--- src/design/sync_serial_pkg.sv ---
// Package: register map, field layout and codes of the synchronous serial port
package sync_serial_pkg;
  // Register byte addresses
  localparam logic [7:0] TXC_ADDR = 8'h00;
  localparam logic [7:0] RSC_ADDR = 8'h04;
  localparam logic [7:0] BDC_ADDR = 8'h08;
  localparam logic [7:0] DVL_ADDR = 8'h0C;
  localparam logic [7:0] DVH_ADDR = 8'h10;
  localparam logic [7:0] TXH_ADDR = 8'h14;
  localparam logic [7:0] RXD_ADDR = 8'h18;
  localparam logic [7:0] STS_ADDR = 8'h1C;
  // transmit_status_control fields
  localparam int TXC_MASTER = 7;
  localparam int TXC_NINE = 6;
  localparam int TXC_TRANSMIT_ENABLE_BIT = 5;
  localparam int TXC_SYNC = 4;
  localparam int TXC_T9 = 0;
  localparam logic [7:0] TXC_WMASK = 8'hF5;
  // receive_status_control fields
  localparam int RSC_EN = 7;
  localparam int RSC_NINE = 6;
  localparam int RSC_SINGLE = 5;
  localparam int RSC_CONT = 4;
  localparam logic [7:0] RSC_WMASK = 8'hF0;
  // baud_control fields
  localparam int BDC_POL = 4;
  localparam int BDC_WAKE = 1;
  localparam logic [7:0] BDC_WMASK = 8'h1B;
  // Own status register fields
  localparam int STS_TXE = 0;
  localparam int STS_RXP = 1;
  // Reset values
  localparam logic [7:0] REG_RST = 8'h00;
  // Character and sampling counts
  localparam logic [3:0] LAST8 = 4'h7;
  localparam logic [3:0] LAST9 = 4'h8;
  localparam logic [3:0] OVS_MID = 4'h7;
  localparam logic [3:0] OVS_LAST = 4'hF;
  localparam logic [1:0] RXQ_FULL = 2'h2;
  localparam int RXQ_DEPTH = 2;
  // Master clock phase and asynchronous receive states
  typedef enum logic [1:0] {S_IDLE = 2'b00, S_LEAD = 2'b01, S_TRAIL = 2'b10} sync_state_type;
  typedef enum logic [1:0] {A_IDLE = 2'b00, A_START = 2'b01, A_DATA = 2'b10, A_STOP = 2'b11} async_state_type;
endpackage

--- src/design/sync_serial_port.sv ---
// Synchronous serial port with break receive, behind an APB register slave
`timescale 1ns/1ps
`default_nettype none
// Behaviour
// Async break gives pending flag, framing error and data zero together.
// Wake-on-edge watches two line transitions, flags, then receives next byte.
// Clocked, master source and enable select master; rx enables pick receive.
// Master drives the clock pin and enables its driver.
// Master makes one clock per data bit, none extra.
// Polarity one idles clock high; zero idles low.
// Holding data waits for the shift register to empty, then shifts at once.
// Master transmit changes data on leading edges, holds until next.
// Master receive releases the data pin driver.
// Single receive takes one character then clears itself.
// Continuous receive clocks until cleared; clearing aborts the character.
// Both enables set: single clears after first, continuous carries on.
// Receive samples data on each trailing edge into the shift register.
// Complete characters enter a two-entry queue; pending while unread.
// Slave takes the clock from the pin and never drives it.
// A remote master gives only as many clocks as data bits.
// Third character with two unread flags overrun, keeps queue, stops.
// Single overrun clears on data read; continuous on enable clear.
// Nine-bit receive shifts nine bits; ninth bit shown in status.
// Software reads the ninth bit before the low eight bits.
// Software sets up enables and ninth bit before writing data.
// Software sets wake or auto-baud options before sleeping.
// Reading receive data pops the oldest queued character.
module sync_serial_port
  import sync_serial_pkg::*;
(
  // Clock and reset
  input wire logic i_clk,
  input wire logic i_reset_n,
  // APB slave
  input wire logic i_psel,
  input wire logic i_penable,
  input wire logic i_pwrite,
  input wire logic [7:0] i_paddr,
  input wire logic [31:0] i_pwdata,
  output var logic [31:0] o_prdata,
  output var logic o_pready,
  output var logic o_pslverr,
  // Shift clock pin
  input wire logic i_sck,
  output var logic o_sck,
  output var logic o_sck_oe_n,
  // Serial data pin
  input wire logic i_sdat,
  output var logic o_sdat,
  output var logic o_sdat_oe_n
);
  logic [7:0] txc_r, rsc_r, bdc_r, dvl_r, dvh_r, hold_r, rd_val;
  logic hold_full_r, sh_busy_r, ovr_r, osg_r, wake_r, wfall_r, hit;
  logic sck_m_r, sck_s_r, sck_d_r, sd_m_r, sd_s_r, sd_d_r, a_hi_r;
  logic [15:0] brg_r;
  logic [3:0] bit_r, ov_r, abit_r;
  logic [8:0] tsh_r, rsh_r, ash_r;
  logic [1:0] cnt_r;
  logic rd_ptr_r;
  logic [9:0] q_r [RXQ_DEPTH];
  sync_state_type st_r;
  async_state_type a_st_r;

  // Pin synchronisers; the third stage only feeds edge detection
  // Reset to the pulled-up idle level so no false clock edge follows reset
  always_ff @(posedge i_clk or negedge i_reset_n) begin
    if (!i_reset_n) begin
      sck_m_r <= 1'b1;
      sck_s_r <= 1'b1;
      sck_d_r <= 1'b1;
      sd_m_r <= 1'b1;
      sd_s_r <= 1'b1;
      sd_d_r <= 1'b1;
    end else begin
      sck_m_r <= i_sck;
      sck_s_r <= sck_m_r;
      sck_d_r <= sck_s_r;
      sd_m_r <= i_sdat;
      sd_s_r <= sd_m_r;
      sd_d_r <= sd_s_r;
    end
  end

  // Mode decode
  wire port_enable = rsc_r[RSC_EN];
  wire single_receive_enable = rsc_r[RSC_SINGLE];
  wire continuous_receive_enable = rsc_r[RSC_CONT];
  wire rxen = single_receive_enable | continuous_receive_enable;
  wire pol = bdc_r[BDC_POL];
  wire wake_on_edge_enable = bdc_r[BDC_WAKE];
  wire nine_rx = rsc_r[RSC_NINE];
  // master mode select
  wire m_mode = port_enable & txc_r[TXC_SYNC] & txc_r[TXC_MASTER];
  wire s_mode = port_enable & txc_r[TXC_SYNC] & ~txc_r[TXC_MASTER];
  wire a_mode = port_enable & ~txc_r[TXC_SYNC];
  // transmit when no receive enable
  wire tx_mode = port_enable & txc_r[TXC_SYNC] & txc_r[TXC_TRANSMIT_ENABLE_BIT] & ~rxen;
  // overrun stops further reception
  wire m_rx_act = m_mode & rxen & ~ovr_r;
  wire s_rx_act = s_mode & continuous_receive_enable & ~ovr_r;
  wire rx_act = m_rx_act | s_rx_act;
  wire act = sh_busy_r | rx_act;

  // Bit-rate divider; the enable pulse paces both master clock and async sampling
  wire tick = (brg_r == {dvh_r, dvl_r});
  always_ff @(posedge i_clk or negedge i_reset_n) begin
    if (!i_reset_n) begin
      brg_r <= 16'h0000;
    end else if (!port_enable || tick) begin
      brg_r <= 16'h0000;
    end else begin
      brg_r <= brg_r + 16'h0001;
    end
  end

  // slave edges found from the sampled clock pin
  wire s_lead = (sck_s_r != sck_d_r) && (sck_s_r != pol);
  wire s_trail = (sck_s_r != sck_d_r) && (sck_s_r == pol);
  wire lead_ev = m_mode ? (st_r == S_LEAD) && tick : s_mode && s_lead;
  wire trail_ev = m_mode ? (st_r == S_TRAIL) && tick : s_mode && s_trail;
  wire [3:0] rx_last = nine_rx ? LAST9 : LAST8;
  wire [3:0] tx_last = txc_r[TXC_NINE] ? LAST9 : LAST8;
  wire [3:0] s_last = sh_busy_r ? tx_last : rx_last;
  wire s_done = trail_ev && act && (bit_r == s_last);
  wire s_rx_done = s_done && !sh_busy_r;

  // master clock phases, one leading and one trailing per bit
  always_ff @(posedge i_clk or negedge i_reset_n) begin
    if (!i_reset_n) begin
      st_r <= S_IDLE;
    end else if (!m_mode) begin
      st_r <= S_IDLE;
    end else begin
      case (st_r)
        S_IDLE: begin
          if (act) st_r <= S_LEAD;
        end
        S_LEAD: begin
          // abort at once on enable clear
          if (!act) st_r <= S_IDLE;
          else if (tick) st_r <= S_TRAIL;
        end
        S_TRAIL: begin
          if (!act) st_r <= S_IDLE;
          else if (tick) st_r <= s_done ? S_IDLE : S_LEAD;
        end
        default: st_r <= S_IDLE;
      endcase
    end
  end

  // clock sits at polarity level except between leading and trailing edges
  always_ff @(posedge i_clk or negedge i_reset_n) begin
    if (!i_reset_n) begin
      o_sck <= 1'b0;
    end else if (m_mode && act && (st_r == S_LEAD) && tick) begin
      o_sck <= ~pol;
    end else if (m_mode && act && (st_r == S_TRAIL) && !tick) begin
      o_sck <= ~pol;
    end else begin
      o_sck <= pol;
    end
  end

  // clock driver on in master, R15 off in slave
  always_ff @(posedge i_clk or negedge i_reset_n) begin
    if (!i_reset_n) begin
      o_sck_oe_n <= 1'b1;
      o_sdat_oe_n <= 1'b1;
    end else begin
      o_sck_oe_n <= ~m_mode;
      // data driver only while transmitting
      o_sdat_oe_n <= ~tx_mode;
    end
  end

  // Transmit shift register
  wire tx_load = tx_mode && !sh_busy_r && hold_full_r;
  always_ff @(posedge i_clk or negedge i_reset_n) begin
    if (!i_reset_n) begin
      tsh_r <= 9'h000;
      sh_busy_r <= 1'b0;
      o_sdat <= 1'b0;
    end else if (!tx_mode) begin
      sh_busy_r <= 1'b0;
    end else if (tx_load) begin
      // move held byte and ninth bit in as soon as the shifter is free
      tsh_r <= {txc_r[TXC_T9], hold_r};
      sh_busy_r <= 1'b1;
    end else if (sh_busy_r) begin
      // new bit only on a leading edge
      if (lead_ev) begin
        o_sdat <= tsh_r[0];
        tsh_r <= {1'b0, tsh_r[8:1]};
      end
      if (s_done) sh_busy_r <= 1'b0;
    end
  end

  // Bit counter, cleared whenever nothing is being moved
  always_ff @(posedge i_clk or negedge i_reset_n) begin
    if (!i_reset_n) begin
      bit_r <= 4'h0;
    end else if (!act || s_done) begin
      // partial character dropped
      bit_r <= 4'h0;
    end else if (trail_ev) begin
      bit_r <= bit_r + 4'h1;
    end
  end

  // sample data on trailing edges
  wire [8:0] rsh_nxt = {sd_s_r, rsh_r[8:1]};
  always_ff @(posedge i_clk or negedge i_reset_n) begin
    if (!i_reset_n) begin
      rsh_r <= 9'h000;
    end else if (trail_ev && rx_act && !sh_busy_r) begin
      rsh_r <= rsh_nxt;
    end
  end
  // nine or eight bits, right aligned
  wire [8:0] s_char = nine_rx ? rsh_nxt : {1'b0, rsh_nxt[8:1]};

  // Asynchronous receiver, sixteen enable pulses per bit, sampled mid-bit
  wire a_run = a_mode && continuous_receive_enable && !wake_on_edge_enable;
  always_ff @(posedge i_clk or negedge i_reset_n) begin
    if (!i_reset_n) begin
      a_st_r <= A_IDLE;
      ov_r <= 4'h0;
      abit_r <= 4'h0;
      ash_r <= 9'h000;
      a_hi_r <= 1'b0;
    end else if (!a_run) begin
      a_st_r <= A_IDLE;
      a_hi_r <= 1'b0;
    end else if (tick) begin
      a_hi_r <= sd_s_r;
      ov_r <= ov_r + 4'h1;
      case (a_st_r)
        A_IDLE: begin
          // A held-low break must go high before another start
          ov_r <= 4'h0;
          abit_r <= 4'h0;
          if (!sd_s_r && a_hi_r) a_st_r <= A_START;
        end
        A_START: begin
          if (ov_r == OVS_MID) begin
            ov_r <= 4'h0;
            a_st_r <= sd_s_r ? A_IDLE : A_DATA;
          end
        end
        A_DATA: begin
          if (ov_r == OVS_LAST) begin
            ash_r <= {sd_s_r, ash_r[8:1]};
            abit_r <= abit_r + 4'h1;
            if (abit_r == rx_last) a_st_r <= A_STOP;
          end
        end
        A_STOP: begin
          if (ov_r == OVS_LAST) a_st_r <= A_IDLE;
        end
        default: a_st_r <= A_IDLE;
      endcase
    end
  end
  wire a_done = a_run && tick && (a_st_r == A_STOP) && (ov_r == OVS_LAST);
  wire [8:0] a_char = nine_rx ? ash_r : {1'b0, ash_r[8:1]};

  // APB decode
  wire setup = i_psel && !i_penable;
  wire acc = i_psel && i_penable && o_pready;
  wire wr = acc && i_pwrite;
  wire rd_rxd = acc && !i_pwrite && (i_paddr == RXD_ADDR);

  // Receive queue
  // break stores zero data with the framing bit
  wire push_req = s_rx_done || a_done;
  wire [9:0] push_val = a_done ? {~sd_s_r, a_char} : {1'b0, s_char};
  wire pop = rd_rxd && (cnt_r != 2'h0);
  wire full = (cnt_r == RXQ_FULL) && !pop;
  // no overwrite once full
  wire push_ok = push_req && !ovr_r && !full;
  wire ovr_set = push_req && !ovr_r && full;
  wire wr_idx = rd_ptr_r ^ cnt_r[0];
  wire [9:0] top = (cnt_r != 2'h0) ? q_r[rd_ptr_r] : 10'h000;
  // pending while anything unread
  wire rx_pend = (cnt_r != 2'h0) || wake_r;

  // queue storage
  generate
    for (genvar gi = 0; gi < RXQ_DEPTH; gi++) begin : g_q
      always_ff @(posedge i_clk or negedge i_reset_n) begin
        if (!i_reset_n) begin
          q_r[gi] <= 10'h000;
        end else if (push_ok && (wr_idx == 1'(gi))) begin
          q_r[gi] <= push_val;
        end
      end
    end
  endgenerate

  // read pops the oldest entry
  always_ff @(posedge i_clk or negedge i_reset_n) begin
    if (!i_reset_n) begin
      cnt_r <= 2'h0;
      rd_ptr_r <= 1'b0;
    end else if (!port_enable) begin
      cnt_r <= 2'h0;
      rd_ptr_r <= 1'b0;
    end else begin
      if (pop) rd_ptr_r <= ~rd_ptr_r;
      if (push_ok && !pop) cnt_r <= cnt_r + 2'h1;
      else if (pop && !push_ok) cnt_r <= cnt_r - 2'h1;
    end
  end

  // overrun kind remembered so the right event clears it; set wins
  always_ff @(posedge i_clk or negedge i_reset_n) begin
    if (!i_reset_n) begin
      ovr_r <= 1'b0;
      osg_r <= 1'b0;
    end else if (!port_enable) begin
      ovr_r <= 1'b0;
      osg_r <= 1'b0;
    end else if (ovr_set) begin
      ovr_r <= 1'b1;
      osg_r <= single_receive_enable && !continuous_receive_enable;
    end else if (ovr_r && (osg_r ? rd_rxd : !continuous_receive_enable)) begin
      ovr_r <= 1'b0;
    end
  end

  // wake-on-edge: fall flags, following rise ends the wake
  wire sd_fall = sd_d_r && !sd_s_r;
  wire sd_rise = !sd_d_r && sd_s_r;
  wire wue_clr = a_mode && wake_on_edge_enable && wfall_r && sd_rise;
  always_ff @(posedge i_clk or negedge i_reset_n) begin
    if (!i_reset_n) begin
      wake_r <= 1'b0;
      wfall_r <= 1'b0;
    end else if (!port_enable) begin
      wake_r <= 1'b0;
      wfall_r <= 1'b0;
    end else begin
      if (a_mode && wake_on_edge_enable && sd_fall) wake_r <= 1'b1;
      else if (rd_rxd) wake_r <= 1'b0;
      if (a_mode && wake_on_edge_enable && sd_fall) wfall_r <= 1'b1;
      else if (wue_clr || !wake_on_edge_enable) wfall_r <= 1'b0;
    end
  end

  // Transmit holding register; a write in the load cycle wins
  always_ff @(posedge i_clk or negedge i_reset_n) begin
    if (!i_reset_n) begin
      hold_r <= REG_RST;
      hold_full_r <= 1'b0;
    end else if (wr && (i_paddr == TXH_ADDR)) begin
      hold_r <= i_pwdata[7:0];
      hold_full_r <= 1'b1;
    end else if (tx_load) begin
      hold_full_r <= 1'b0;
    end
  end

  // Control registers
  always_ff @(posedge i_clk or negedge i_reset_n) begin
    if (!i_reset_n) begin
      txc_r <= REG_RST;
      dvl_r <= REG_RST;
      dvh_r <= REG_RST;
    end else if (wr && (i_paddr == TXC_ADDR)) begin
      txc_r <= i_pwdata[7:0] & TXC_WMASK;
    end else if (wr && (i_paddr == DVL_ADDR)) begin
      dvl_r <= i_pwdata[7:0];
    end else if (wr && (i_paddr == DVH_ADDR)) begin
      dvh_r <= i_pwdata[7:0];
    end
  end

  // Software write beats the self-clear of single receive
  always_ff @(posedge i_clk or negedge i_reset_n) begin
    if (!i_reset_n) begin
      rsc_r <= REG_RST;
    end else if (wr && (i_paddr == RSC_ADDR)) begin
      rsc_r <= i_pwdata[7:0] & RSC_WMASK;
    end else if (m_mode && s_rx_done) begin
      // single receive self-clears
      rsc_r[RSC_SINGLE] <= 1'b0;
    end
  end

  always_ff @(posedge i_clk or negedge i_reset_n) begin
    if (!i_reset_n) begin
      bdc_r <= REG_RST;
    end else if (wr && (i_paddr == BDC_ADDR)) begin
      bdc_r <= i_pwdata[7:0] & BDC_WMASK;
    end else if (wue_clr) begin
      bdc_r[BDC_WAKE] <= 1'b0;
    end
  end

  // Read mux
  always_comb begin
    hit = 1'b1;
    rd_val = 8'h00;
    if (i_paddr == TXC_ADDR) begin
      rd_val = {txc_r[7:2], ~sh_busy_r, txc_r[0]};
    end else if (i_paddr == RSC_ADDR) begin
      // ninth bit of the oldest entry
      rd_val = {rsc_r[7:3], top[9], ovr_r, top[8]};
    end else if (i_paddr == BDC_ADDR) begin
      rd_val = {1'b0, a_st_r == A_IDLE, 1'b0, bdc_r[4:0]};
    end else if (i_paddr == DVL_ADDR) begin
      rd_val = dvl_r;
    end else if (i_paddr == DVH_ADDR) begin
      rd_val = dvh_r;
    end else if (i_paddr == TXH_ADDR) begin
      rd_val = 8'h00;
    end else if (i_paddr == RXD_ADDR) begin
      rd_val = top[7:0];
    end else if (i_paddr == STS_ADDR) begin
      rd_val = {6'h00, rx_pend, ~hold_full_r};
    end else begin
      hit = 1'b0;
    end
  end

  // APB answer registered in setup, so every access has no wait state
  always_ff @(posedge i_clk or negedge i_reset_n) begin
    if (!i_reset_n) begin
      o_pready <= 1'b0;
      o_prdata <= 32'h00000000;
      o_pslverr <= 1'b0;
    end else begin
      o_pready <= setup;
      o_prdata <= (setup && !i_pwrite) ? {24'h000000, rd_val} : 32'h00000000;
      o_pslverr <= setup && !hit;
    end
  end
endmodule
`default_nettype wire

--- config.mk ---
export PLATFORM = sky130hd
export DESIGN_NAME = sync_serial_port
export DESIGN_NICKNAME = d
export VERILOG_FILES = /design/src/design/sync_serial_pkg.sv /design/src/design/sync_serial_port.sv
export SDC_FILE = /design/constraint.sdc
export NUM_CORES = 1
export LEC_CHECK = 0
export ABC_CLOCK_PERIOD_IN_PS = 4540
export BUFFER_PORTS_ARGS = -buffer_cell sky130_fd_sc_hd__buf_2
export CAP_MARGIN = 5
export CORE_UTILIZATION = 35
export DETAILED_ROUTE_END_ITERATION = 12
export GPL_ROUTABILITY_DRIVEN = 0
export PLACE_DENSITY_LB_ADDON = 0.05
export SETUP_SLACK_MARGIN = 0.2
export SKIP_LAST_GASP = 1
export SYNTH_ARGS = -nofsm -noshare
export SYNTH_HDL_FRONTEND = slang
export SYNTH_SLANG_ARGS = --single-unit
--- constraint.sdc ---
create_clock -name i_clk -period 4.54 [get_ports i_clk]
set_input_delay 0.681 -clock i_clk [delete_from_list [all_inputs] [get_ports i_clk]]
set_output_delay 0.681 -clock i_clk [all_outputs]
set_load 0.005 [all_outputs]
Word level (Yosys, flattened, before mapping)
Index checks and enable logic that the tools add are counted.
- equal/unequal tests: 37
- add/sub/neg operators: 6
- divide/modulo/power cells: 0
- multipliers: 0
- shift operators: 0
- $lt $le $gt $ge: 1
- reductions and logical operators: 96
- bitwise logic cells: 30
- multiplexer cells: 87
- operators with widths (kind ; number):
    $mux 8 ; 8
    $logic_and 1x1->1 ; 56
    $mux 10 ; 5
    $mux 9 ; 5
    $mux 1 ; 39
    $mux 2 ; 18
    $eq 8x5->1 const B ; 4
    $mux 4 ; 7
    $ne 3x3->1 const B ; 6
    $add 16x1->16 const B ; 1
    $eq 16x16->1 ; 1
    $eq 8x4->1 const B ; 2
    $mux 16 ; 1
    $pmux 4 s2 ; 2
    $reduce_bool 2->1 ; 8
    $logic_not 1->1 ; 15
    $not 1->1 ; 15
    $add 4x1->4 const B ; 3
    $ne 3x1->1 const B ; 4
    $reduce_and 4->1 ; 3
    $and 1x1->1 ; 10
    $reduce_and 3->1 ; 3
    $eq 2x2->1 const B ; 4
    $eq 4x4->1 ; 2
    other kinds (22) ; 35
- output and inout port bits: 38
- bits of input ports: 47
- latch bits: 0
- word-level logic and storage cells: 298
- RAM bits: 0
- register bits after elaboration: 147
- memory bits (read-only): 0
- memories kept: 0

Longest topological paths before layout
Gate-level depths: netlist of the first run.
- depth in word-level cells: 17
- mapped depth: 8
- mapped depth without buffers: 7

Worst setup path after synthesis of the first run
No wires, ideal clock.
- kind: input-to-reg
- start point: in i_paddr[0]
- end point: reg q_r[10] in the netlist's numbering
- library setup time: 125 ps
- cell stages on the path: 8
- path slack: 872 ps
- buffers on the path: 2
- arrival: 3543 ps
- data required time: 4415 ps
- cell sequence: or4_4 or3b_1 clkbuf_2 or4_1 clkbuf_2 a211o_1 a221oi_4 mux2_2
- longest elaborated chain between the ends: 8
- ends and longest elaborated chain (what ; RTL line ; text):
    start, declared ; sync_serial_port.sv:38 ; input wire logic [7:0] i_paddr,
    $eq 8x5->1 ; sync_serial_port.sv:273 ; wire rd_rxd = acc && !i_pwrite && (i_paddr == RXD_ADDR);
    $logic_and 1x1->1 ; sync_serial_port.sv:273 ;
    $logic_and 1x1->1 ; sync_serial_port.sv:279 ; wire pop = rd_rxd && (cnt_r != 2'h0);
    $logic_not 1->1 ; sync_serial_port.sv:280 ; wire full = (cnt_r == RXQ_FULL) && !pop;
    $logic_and 1x1->1 ; sync_serial_port.sv:280 ;
    $logic_not 1->1 ; sync_serial_port.sv:282 ; wire push_ok = push_req && !ovr_r && !full;
    $logic_and 1x1->1 ; sync_serial_port.sv:282 ;
    $logic_and 1x1->1 ; sync_serial_port.sv:295 ; end else if (push_ok && (wr_idx == 1'(gi))) begin
    end signal, assigned by index ; sync_serial_port.sv:296 ; q_r[gi] <= push_val;
    end, declared ; sync_serial_port.sv:60 ; logic [9:0] q_r [RXQ_DEPTH];
No other way between the ends.
A chain may end at the register's enable or synchronous reset.

Worst setup path after layout of the first run
- start point: in i_paddr[0]
- end point: reg q_r[12] in the netlist's numbering
Same word-level chain as after synthesis.

==> reports/metrics.csv, run 1 <==
stage,metric,value,unit
sta,setup-violations-final,0,
sta,worst_clock_skew,13.8,ps
critical_path,setup.worst_path.end_class,register,
synth,ys_seq_elements,146,
synth,avgSynthCellArea,11.1,µm²
critical_path,worstSetupStartpointType,input port,
cts,cts.repair.resized,0,
run,cap_viol_max_count,0,
cells_and_area,syn_to_final_growth,13.7,%
global_route,track_usage,17.6,%
floorplanning,fp-row-count,52,
placed_design,place.port_buffers,36,
cells_and_area,layout-drive-gt1-share,25.3,%
cts,ctsRootBufferMaster,sky130_fd_sc_hd__clkbuf_16,
sta,final_max_slew_viol_count,0,
routing,number_of_vias_in_the_routed_layout,5148,
global_route,largest_net_degree_at_the_start_of_global_routing,102,
cts,cts_tree,built,
placed_design,hpwl,12.8,mm
synth,synthesis.yosys.warnings,0,
cells_and_area,nets,754,
sta,fin_setup_tns,0,ps
critical_path,critPathArrivalTime,3960,ps
power,post-layout-total-power,2.82,mW
synth,syn_area,0.00736,mm²
floorplanning,dieArea,0.0216,mm²
routing,first_pass_iters,5,
worst_hold_path,hold_class,in -> async,
floorplanning,io-pin-count,85,
synth,synthFlopType,sky130_fd_sc_hd__dfrtp_1,
floorplanning,initial_cell_density_of_the_core,36.0,%
floorplanning,dieWidth,147,µm
synth,synthArstFlopShare,100,%
sta,post-route-period-util,80.4,%
critical_path,timing_worst_setup_path_type,in -> reg,
floorplanning,coreArea,0.0204,mm²
synth,post_synth_edffs,0,
cts,clkLatencyLatePin,430,ps
routing,vias_per_cell,5.22,
cts,cts_made_buffers,17,
sta,max_slew.worst_pin.slew,1080,ps
routing,post_drt_wl_per_cell,18.2,µm
cells_and_area,finish.cell_count_without_fillers,987,
routing,drt_iter0_markers,230,
critical_path,critPathRequiredTime,4850,ps
cts,htree_num_levels,4,
sta,timing.final.crit_period,3650,ps
floorplanning,die_y,147,µm
global_route,global_route.overflow_total,0,
routing,detail_route.drc_violations,0,
cts,holdBufCountCts,0,
synth,yosys.cell_types.count,65,
synth,synthesis.instances,664,
cells_and_area,fillCellCount,2034,
sta,timing.hold.ws,341,ps
routing,antenna_left,0,
routing,totalWireLength,18.0,mm
global_route,wire_length_of_the_first_global_routing_pass,29.2,mm
cts,post_cts_setup_buffers,0,
cells_and_area,finalInstanceArea,0.00837,mm²
sta,slew-limit-headroom,27.5,%
critical_path,maximum_net_fanout_on_the_critical_path,10,
sta,grt_setup_unrepaired,false,
global_route,grt_antenna_before_repair,1,
synth,seq_area_frac_synth,49.8,%
sta,achievable-frequency,0.274,GHz
global_route,vias_in_the_first_global_route,5165,
cts,cts.reportedPaths.clkPinSlew,60,ps
cts,cts.sinks,146,
power,leakage,3.88,nW
power,irDropWorstVdd,0.208,mV
cts,clockBufferDepth,2,
sta,number_of_failing_hold_endpoints_at_the_final_stage,0,
run_status,outcome,"complete, no violations",
power,power_per_cell_area,337,mW/mm²
placed_design,placement.cell_area,0.00777,mm²
placed_design,place.detailed.instances,954,
cell usage after synthesis (all sizes together), types with 3 or more instances:
library cell	count	area, µm²
o31ai	4	30.0
nor4	9	56.3
buf	28	195
o21ai	35	175
a211oi	3	22.5
dfrtp	138	3450
nand3b	3	22.5
o211ai	6	45.0
nand2	44	165
a22oi	3	22.5
xnor2	6	52.6
and2	7	43.8
nand4	8	50.1
a21oi	31	155
a22o	4	35.0
and3	5	31.3
nor3	11	55.1
nor2	48	180
a211o	4	35.0
or3	9	56.3
o311ai	3	26.3
clkbuf	22	85.1
dfstp	8	210
mux2	80	901
or4	4	33.8
mux4	8	180
xor2	23	201
nor2b	6	37.5
nand2b	6	37.5
ha	4	50.1
mux2i	17	170
a221oi	7	96.3
nor3b	3	22.5
nand3	21	105
inv	16	60.1
layout by cell type (no fill, tap or decap), types with 7 or more instances in the layout:
cell type and n:
sky130_fd_sc_hd__dfrtp_1 138, sky130_fd_sc_hd__mux2_2 80, sky130_fd_sc_hd__nor2_1 48, sky130_fd_sc_hd__nand2_1 44, sky130_fd_sc_hd__o21ai_0 35, sky130_fd_sc_hd__buf_2 35
sky130_fd_sc_hd__a21oi_1 31, sky130_fd_sc_hd__conb_1 24, sky130_fd_sc_hd__xor2_1 23, sky130_fd_sc_hd__nand3_1 21, sky130_fd_sc_hd__mux2i_1 17, sky130_fd_sc_hd__clkbuf_16 17
sky130_fd_sc_hd__inv_1 16, sky130_fd_sc_hd__nor3_1 11, sky130_fd_sc_hd__buf_4 11, sky130_fd_sc_hd__or3_1 9, sky130_fd_sc_hd__nor4_1 9, sky130_fd_sc_hd__nand4_1 8
sky130_fd_sc_hd__mux4_2 8, sky130_fd_sc_hd__dfstp_2 8, sky130_fd_sc_hd__and2_1 7
registers in the layout, summed over array words and instances, names as in the netlist, 2 cells and up:
| register | count |
|---|---|
| q_r | 20 |
| brg_r | 16 |
| ash_r | 9 |
| tsh_r | 9 |
| dvh_r | 8 |
| dvl_r | 8 |
| hold_r | 8 |
| o_prdata | 8 |
| rsh_r | 8 |
| txc_r | 6 |
| abit_r | 4 |
| bdc_r | 4 |
| bit_r | 4 |
| ov_r | 4 |
| rsc_r | 4 |
| a_st_r | 2 |
| cnt_r | 2 |
| st_r | 2 |
logic make-up after synthesis:
group | share of synthesized area (%)
other cells | 0.0509
compound gates | 10.9
simple gates | 13.6
fa+ha+maj | 0.680
buf+inv | 4.62
xor+xnor | 3.45
flops | 49.8
mux | 17.0
worst max-delay path: stages:
cell and delay [ps]:
sky130_fd_sc_hd__buf_2 90, sky130_fd_sc_hd__or4_4 540, sky130_fd_sc_hd__or3b_1 520, sky130_fd_sc_hd__or4_1 720, sky130_fd_sc_hd__a211o_1 390, sky130_fd_sc_hd__a221oi_4 610
sky130_fd_sc_hd__mux2_2 400
routing by layer:
| layer | GRT usage (%) | wire [µm] | up-vias |
|---|---|---|---|
| li1 | - | - | 2451 |
| met1 | 24.2 | 8690 | 2588 |
| met3 | 3.88 | 589 | 14 |
| met4 | 5.62 | 292 | 0 |
| met2 | 27.7 | 8400 | 95 |
| met5 | 0 | 0 | - |
stage by stage:
stage	util [%]	setup WS, ps
6_report	41.0	892
5_1_grt	41.0	766
4_1_cts	41.0	895
3_5_place_dp	38.1	445
3_3_place_gp	38.1	471
2_1_floorplan	-	872
report_power, final:
| group | switching (mW) | total [mW] | internal [mW] |
|---|---|---|---|
| Sequential | 0.00565 | 1.31 | 1.31 |
| Combinational | 0.0640 | 0.0844 | 0.0203 |
| Clock | 0.588 | 1.42 | 0.835 |
final cells by class:
type	instances	area (µm²)	area share, %
timing repair buffer	47	269	3.21
tap	270	338	4.04
sequential	146	3660	43.8
clock inverter	13	151	1.81
inverter	16	60.1	0.717
clock buffer	19	443	5.29
multi-input combinational	475	3440	41.1
antenna	1	2.50	0.0299
path summary, 6_finish.rpt:
check	slack [ps]	end	from	depth (start not counted)
worst min-delay path	340	abit_r[2]	i_reset_n	1
worst max register to register	1330	q_r[9]	brg_r[0]	7
min in group i_clk	350	sd_m_r	i_sdat	1
worst min register to register	360	sd_s_r	sd_m_r	0
worst max-delay path	890	q_r[12]	i_paddr[0]	7
max in group asynchronous	3170	sck_d_r	i_reset_n	2
(Power assumes the default switching activity.)
==> inputs of run 2 (changes only) <==
--- a/config.mk
+++ b/config.mk
@@ -5,7 +5,7 @@
 export SDC_FILE = /design/constraint.sdc
 export NUM_CORES = 1
 export LEC_CHECK = 0
-export ABC_CLOCK_PERIOD_IN_PS = 4540
+export ABC_CLOCK_PERIOD_IN_PS = 3800
 export BUFFER_PORTS_ARGS = -buffer_cell sky130_fd_sc_hd__buf_2
 export CAP_MARGIN = 5
 export CORE_UTILIZATION = 35
==> constraint.sdc (replaced) <==
create_clock -name i_clk -period 3.8 [get_ports i_clk]
set_input_delay 0.57 -clock i_clk [delete_from_list [all_inputs] [get_ports i_clk]]
set_output_delay 0.57 -clock i_clk [all_outputs]
set_load 0.005 [all_outputs]
==> reports/metrics.csv, run 2 (synthesized netlist as in run 1, its figures left out) <==
stage,metric,value,unit,change
sta,max_slew.worst_pin.slew,798,ps,-279 ps
global_route,wire_length_of_the_first_global_routing_pass,29.8,mm,+2.1%
floorplanning,coreArea,0.0204,mm²,unchanged
sta,timing.final.crit_period,3140,ps,
critical_path,bufs_and_invs_on_worst_path,2,,+1
placed_design,place.port_buffers,36,,unchanged
cts,ctsRootBufferMaster,sky130_fd_sc_hd__clkbuf_16,,
routing,detail_route.drc_violations,0,,unchanged
cts,clkLatencyLatePin,430,ps,about the same
critical_path,critPathArrivalTime,3450,ps,-510 ps
critical_path,critPathRequiredTime,4110,ps,-740 ps
routing,drt_iter0_markers,276,,+20%
cells_and_area,layout-drive-gt1-share,26.0,%,+0.72 points
routing,post_drt_wl_per_cell,18.4,µm,+1.1%
sta,number_of_failing_hold_endpoints_at_the_final_stage,0,,unchanged
floorplanning,dieWidth,147,µm,unchanged
global_route,largest_net_degree_at_the_start_of_global_routing,69,,-32%
run,cap_viol_max_count,0,,unchanged
power,leakage,3.93,nW,+1.3%
placed_design,hpwl,13.3,mm,+3.6%
sta,final_max_slew_viol_count,0,,unchanged
floorplanning,initial_cell_density_of_the_core,36.0,%,unchanged
cts,clockBufferDepth,2,,unchanged
sta,fin_setup_tns,0,ps,unchanged
cells_and_area,fin_util,41.4,%,+0.38 points
floorplanning,die_y,147,µm,unchanged
cells_and_area,layout.cells.most_common_list,"sky130_fd_sc_hd__dfrtp_1, sky130_fd_sc_hd__mux2_2, sky130_fd_sc_hd__nor2_1",,
run_status,outcome,"complete, no violations",,
floorplanning,io-pin-count,85,,unchanged
cts,post_cts_setup_buffers,0,,unchanged
critical_path,worstSetupStartpointType,input port,,
sta,worst_clock_skew,11.4,ps,-2.46 ps
critical_path,timing_worst_setup_path_type,in -> reg,,
sta,achievable-frequency,0.318,GHz,
cts,holdBufCountCts,0,,unchanged
worst_hold_path,hold_class,in -> async,,
routing,vias_per_cell,5.21,,about the same
critical_path,crit_family,simple AND/OR/NAND/NOR gates,,
cells_and_area,fillCellCount,1995,,-1.9%
global_route,vias_in_the_first_global_route,5234,,+1.3%
cells_and_area,biggestRegsByFlops,"q_r (20), brg_r (16)",,
critical_path,setup.worst_path.end_class,register,,
routing,totalWireLength,18.3,mm,+1.8%
cells_and_area,syn_to_final_growth,14.8,%,
placed_design,place_ws,197,ps,-247 ps
cts,cts.reportedPaths.clkPinSlew,60,ps,about the same
routing,first_pass_iters,4,,-1
cells_and_area,layout.cells.most_common,sky130_fd_sc_hd__dfrtp_1,,
power,power_per_cell_area,403,mW/mm²,+19%
cts,cts_made_buffers,17,,unchanged
floorplanning,fp-row-count,52,,unchanged
cts,cts.sinks,146,,unchanged
cts,cts_tree,built,,
critical_path,critPathSlowestCell,sky130_fd_sc_hd__or4_1,,
cells_and_area,registers.top_by_ff_count,q_r,,
critical_path,cp_cell_sequence,buf_2 > or4_4 > or3b_1 > or4_1 > a211o_1 > a221oi_4 > buf_4 > mux2_2,,
global_route,track_usage,18.1,%,+0.46 points
power,irDropWorstVdd,0.266,mV,+28%
sta,post-route-period-util,82.7,%,
floorplanning,dieArea,0.0216,mm²,unchanged
cells_and_area,largest_reg_flops,20,,unchanged
cts,cts.repair.resized,0,,unchanged
critical_path,maximum_net_fanout_on_the_critical_path,10,,unchanged
global_route,global_route.overflow_total,0,,unchanged
sta,finalWorstSetupSlack,657,ps,-235 ps
sta,grt_setup_unrepaired,false,,
cells_and_area,nets,761,,+0.93%
critical_path,critical-path-max-stage-delay,610,ps,-110 ps
sta,setup-violations-final,0,,unchanged
routing,antenna_left,0,,unchanged
global_route,grt_antenna_before_repair,1,,unchanged
cts,htree_num_levels,4,,unchanged
routing,number_of_vias_in_the_routed_layout,5180,,+0.62%
sta,slew-limit-headroom,46.6,%,+19 points
run 2: cell count changes in the layout (fill, tap and decap cells not counted), sizes merged:
cell      previous run  this run
inv                 21        20
clkbuf              19        18
buf                 47        54
clkinvlp             3         1
clkinv               3         6
bufinv               2         3
run 2: metal layers:
layer  global-route usage (%)  part of all wire (%)
met1                     25.2                    48
met2                     28.1                    47
met3                     3.82                   3.3
met4                     5.67                   1.3
met5                        0                     0
run 2: worst register-to-register path: stages, from the launching register on:
cell,delay (ps)
sky130_fd_sc_hd__dfrtp_1,450
sky130_fd_sc_hd__xor2_1,190
sky130_fd_sc_hd__nor4_1,400
sky130_fd_sc_hd__and4_1,370
sky130_fd_sc_hd__buf_4,230
sky130_fd_sc_hd__o2111ai_1,140
sky130_fd_sc_hd__buf_4,220
sky130_fd_sc_hd__a221oi_4,270
sky130_fd_sc_hd__buf_4,230
sky130_fd_sc_hd__mux2_2,350
run 2: worst paths after layout:
path	start	slack [ps]	endpoint	cells after the start
min in group i_clk	i_sdat	240	sd_m_r	1
max in group asynchronous	i_reset_n	2880	ovr_r	2
hold reg to reg	sd_m_r	360	sd_s_r	0
hold / removal	i_reset_n	70	abit_r[3]	1
setup / recovery	i_paddr[0]	660	q_r[11]	8
setup reg to reg	dvh_r[0]	830	q_r[9]	9
run 2: layout make-up:
class	count	area, µm²	area share (%)
repair buffers	54	334	3.95
well taps	270	338	4.00
clock buffers	18	429	5.08
multi-input cells	475	3440	40.8
flip-flops and latches	146	3660	43.4
inverters	16	60.1	0.711
diodes	1	2.50	0.0296
clock inverters	14	178	2.10
run 2: power breakdown:
group	switching [mW]	total (mW)	internal [mW]
clock network	0.685	1.73	1.04
registers	0.00669	1.57	1.56
logic	0.0777	0.104	0.0259
total	0.770	3.40	2.63
run 2: per-stage QoR:
step / power [mW] / hold slack [ps] / std cells / cell area, µm²
floorplan: 1.65 / 274 / 687 / 7450
global placement: 1.70 / 346 / 961 / 7840
detailed placement: 1.70 / 347 / 961 / 7840
CTS: 3.45 / 65.3 / 993 / 8450
global route: 3.53 / 79.7 / 993 / 8450
finish: 3.40 / 70.9 / 994 / 8450
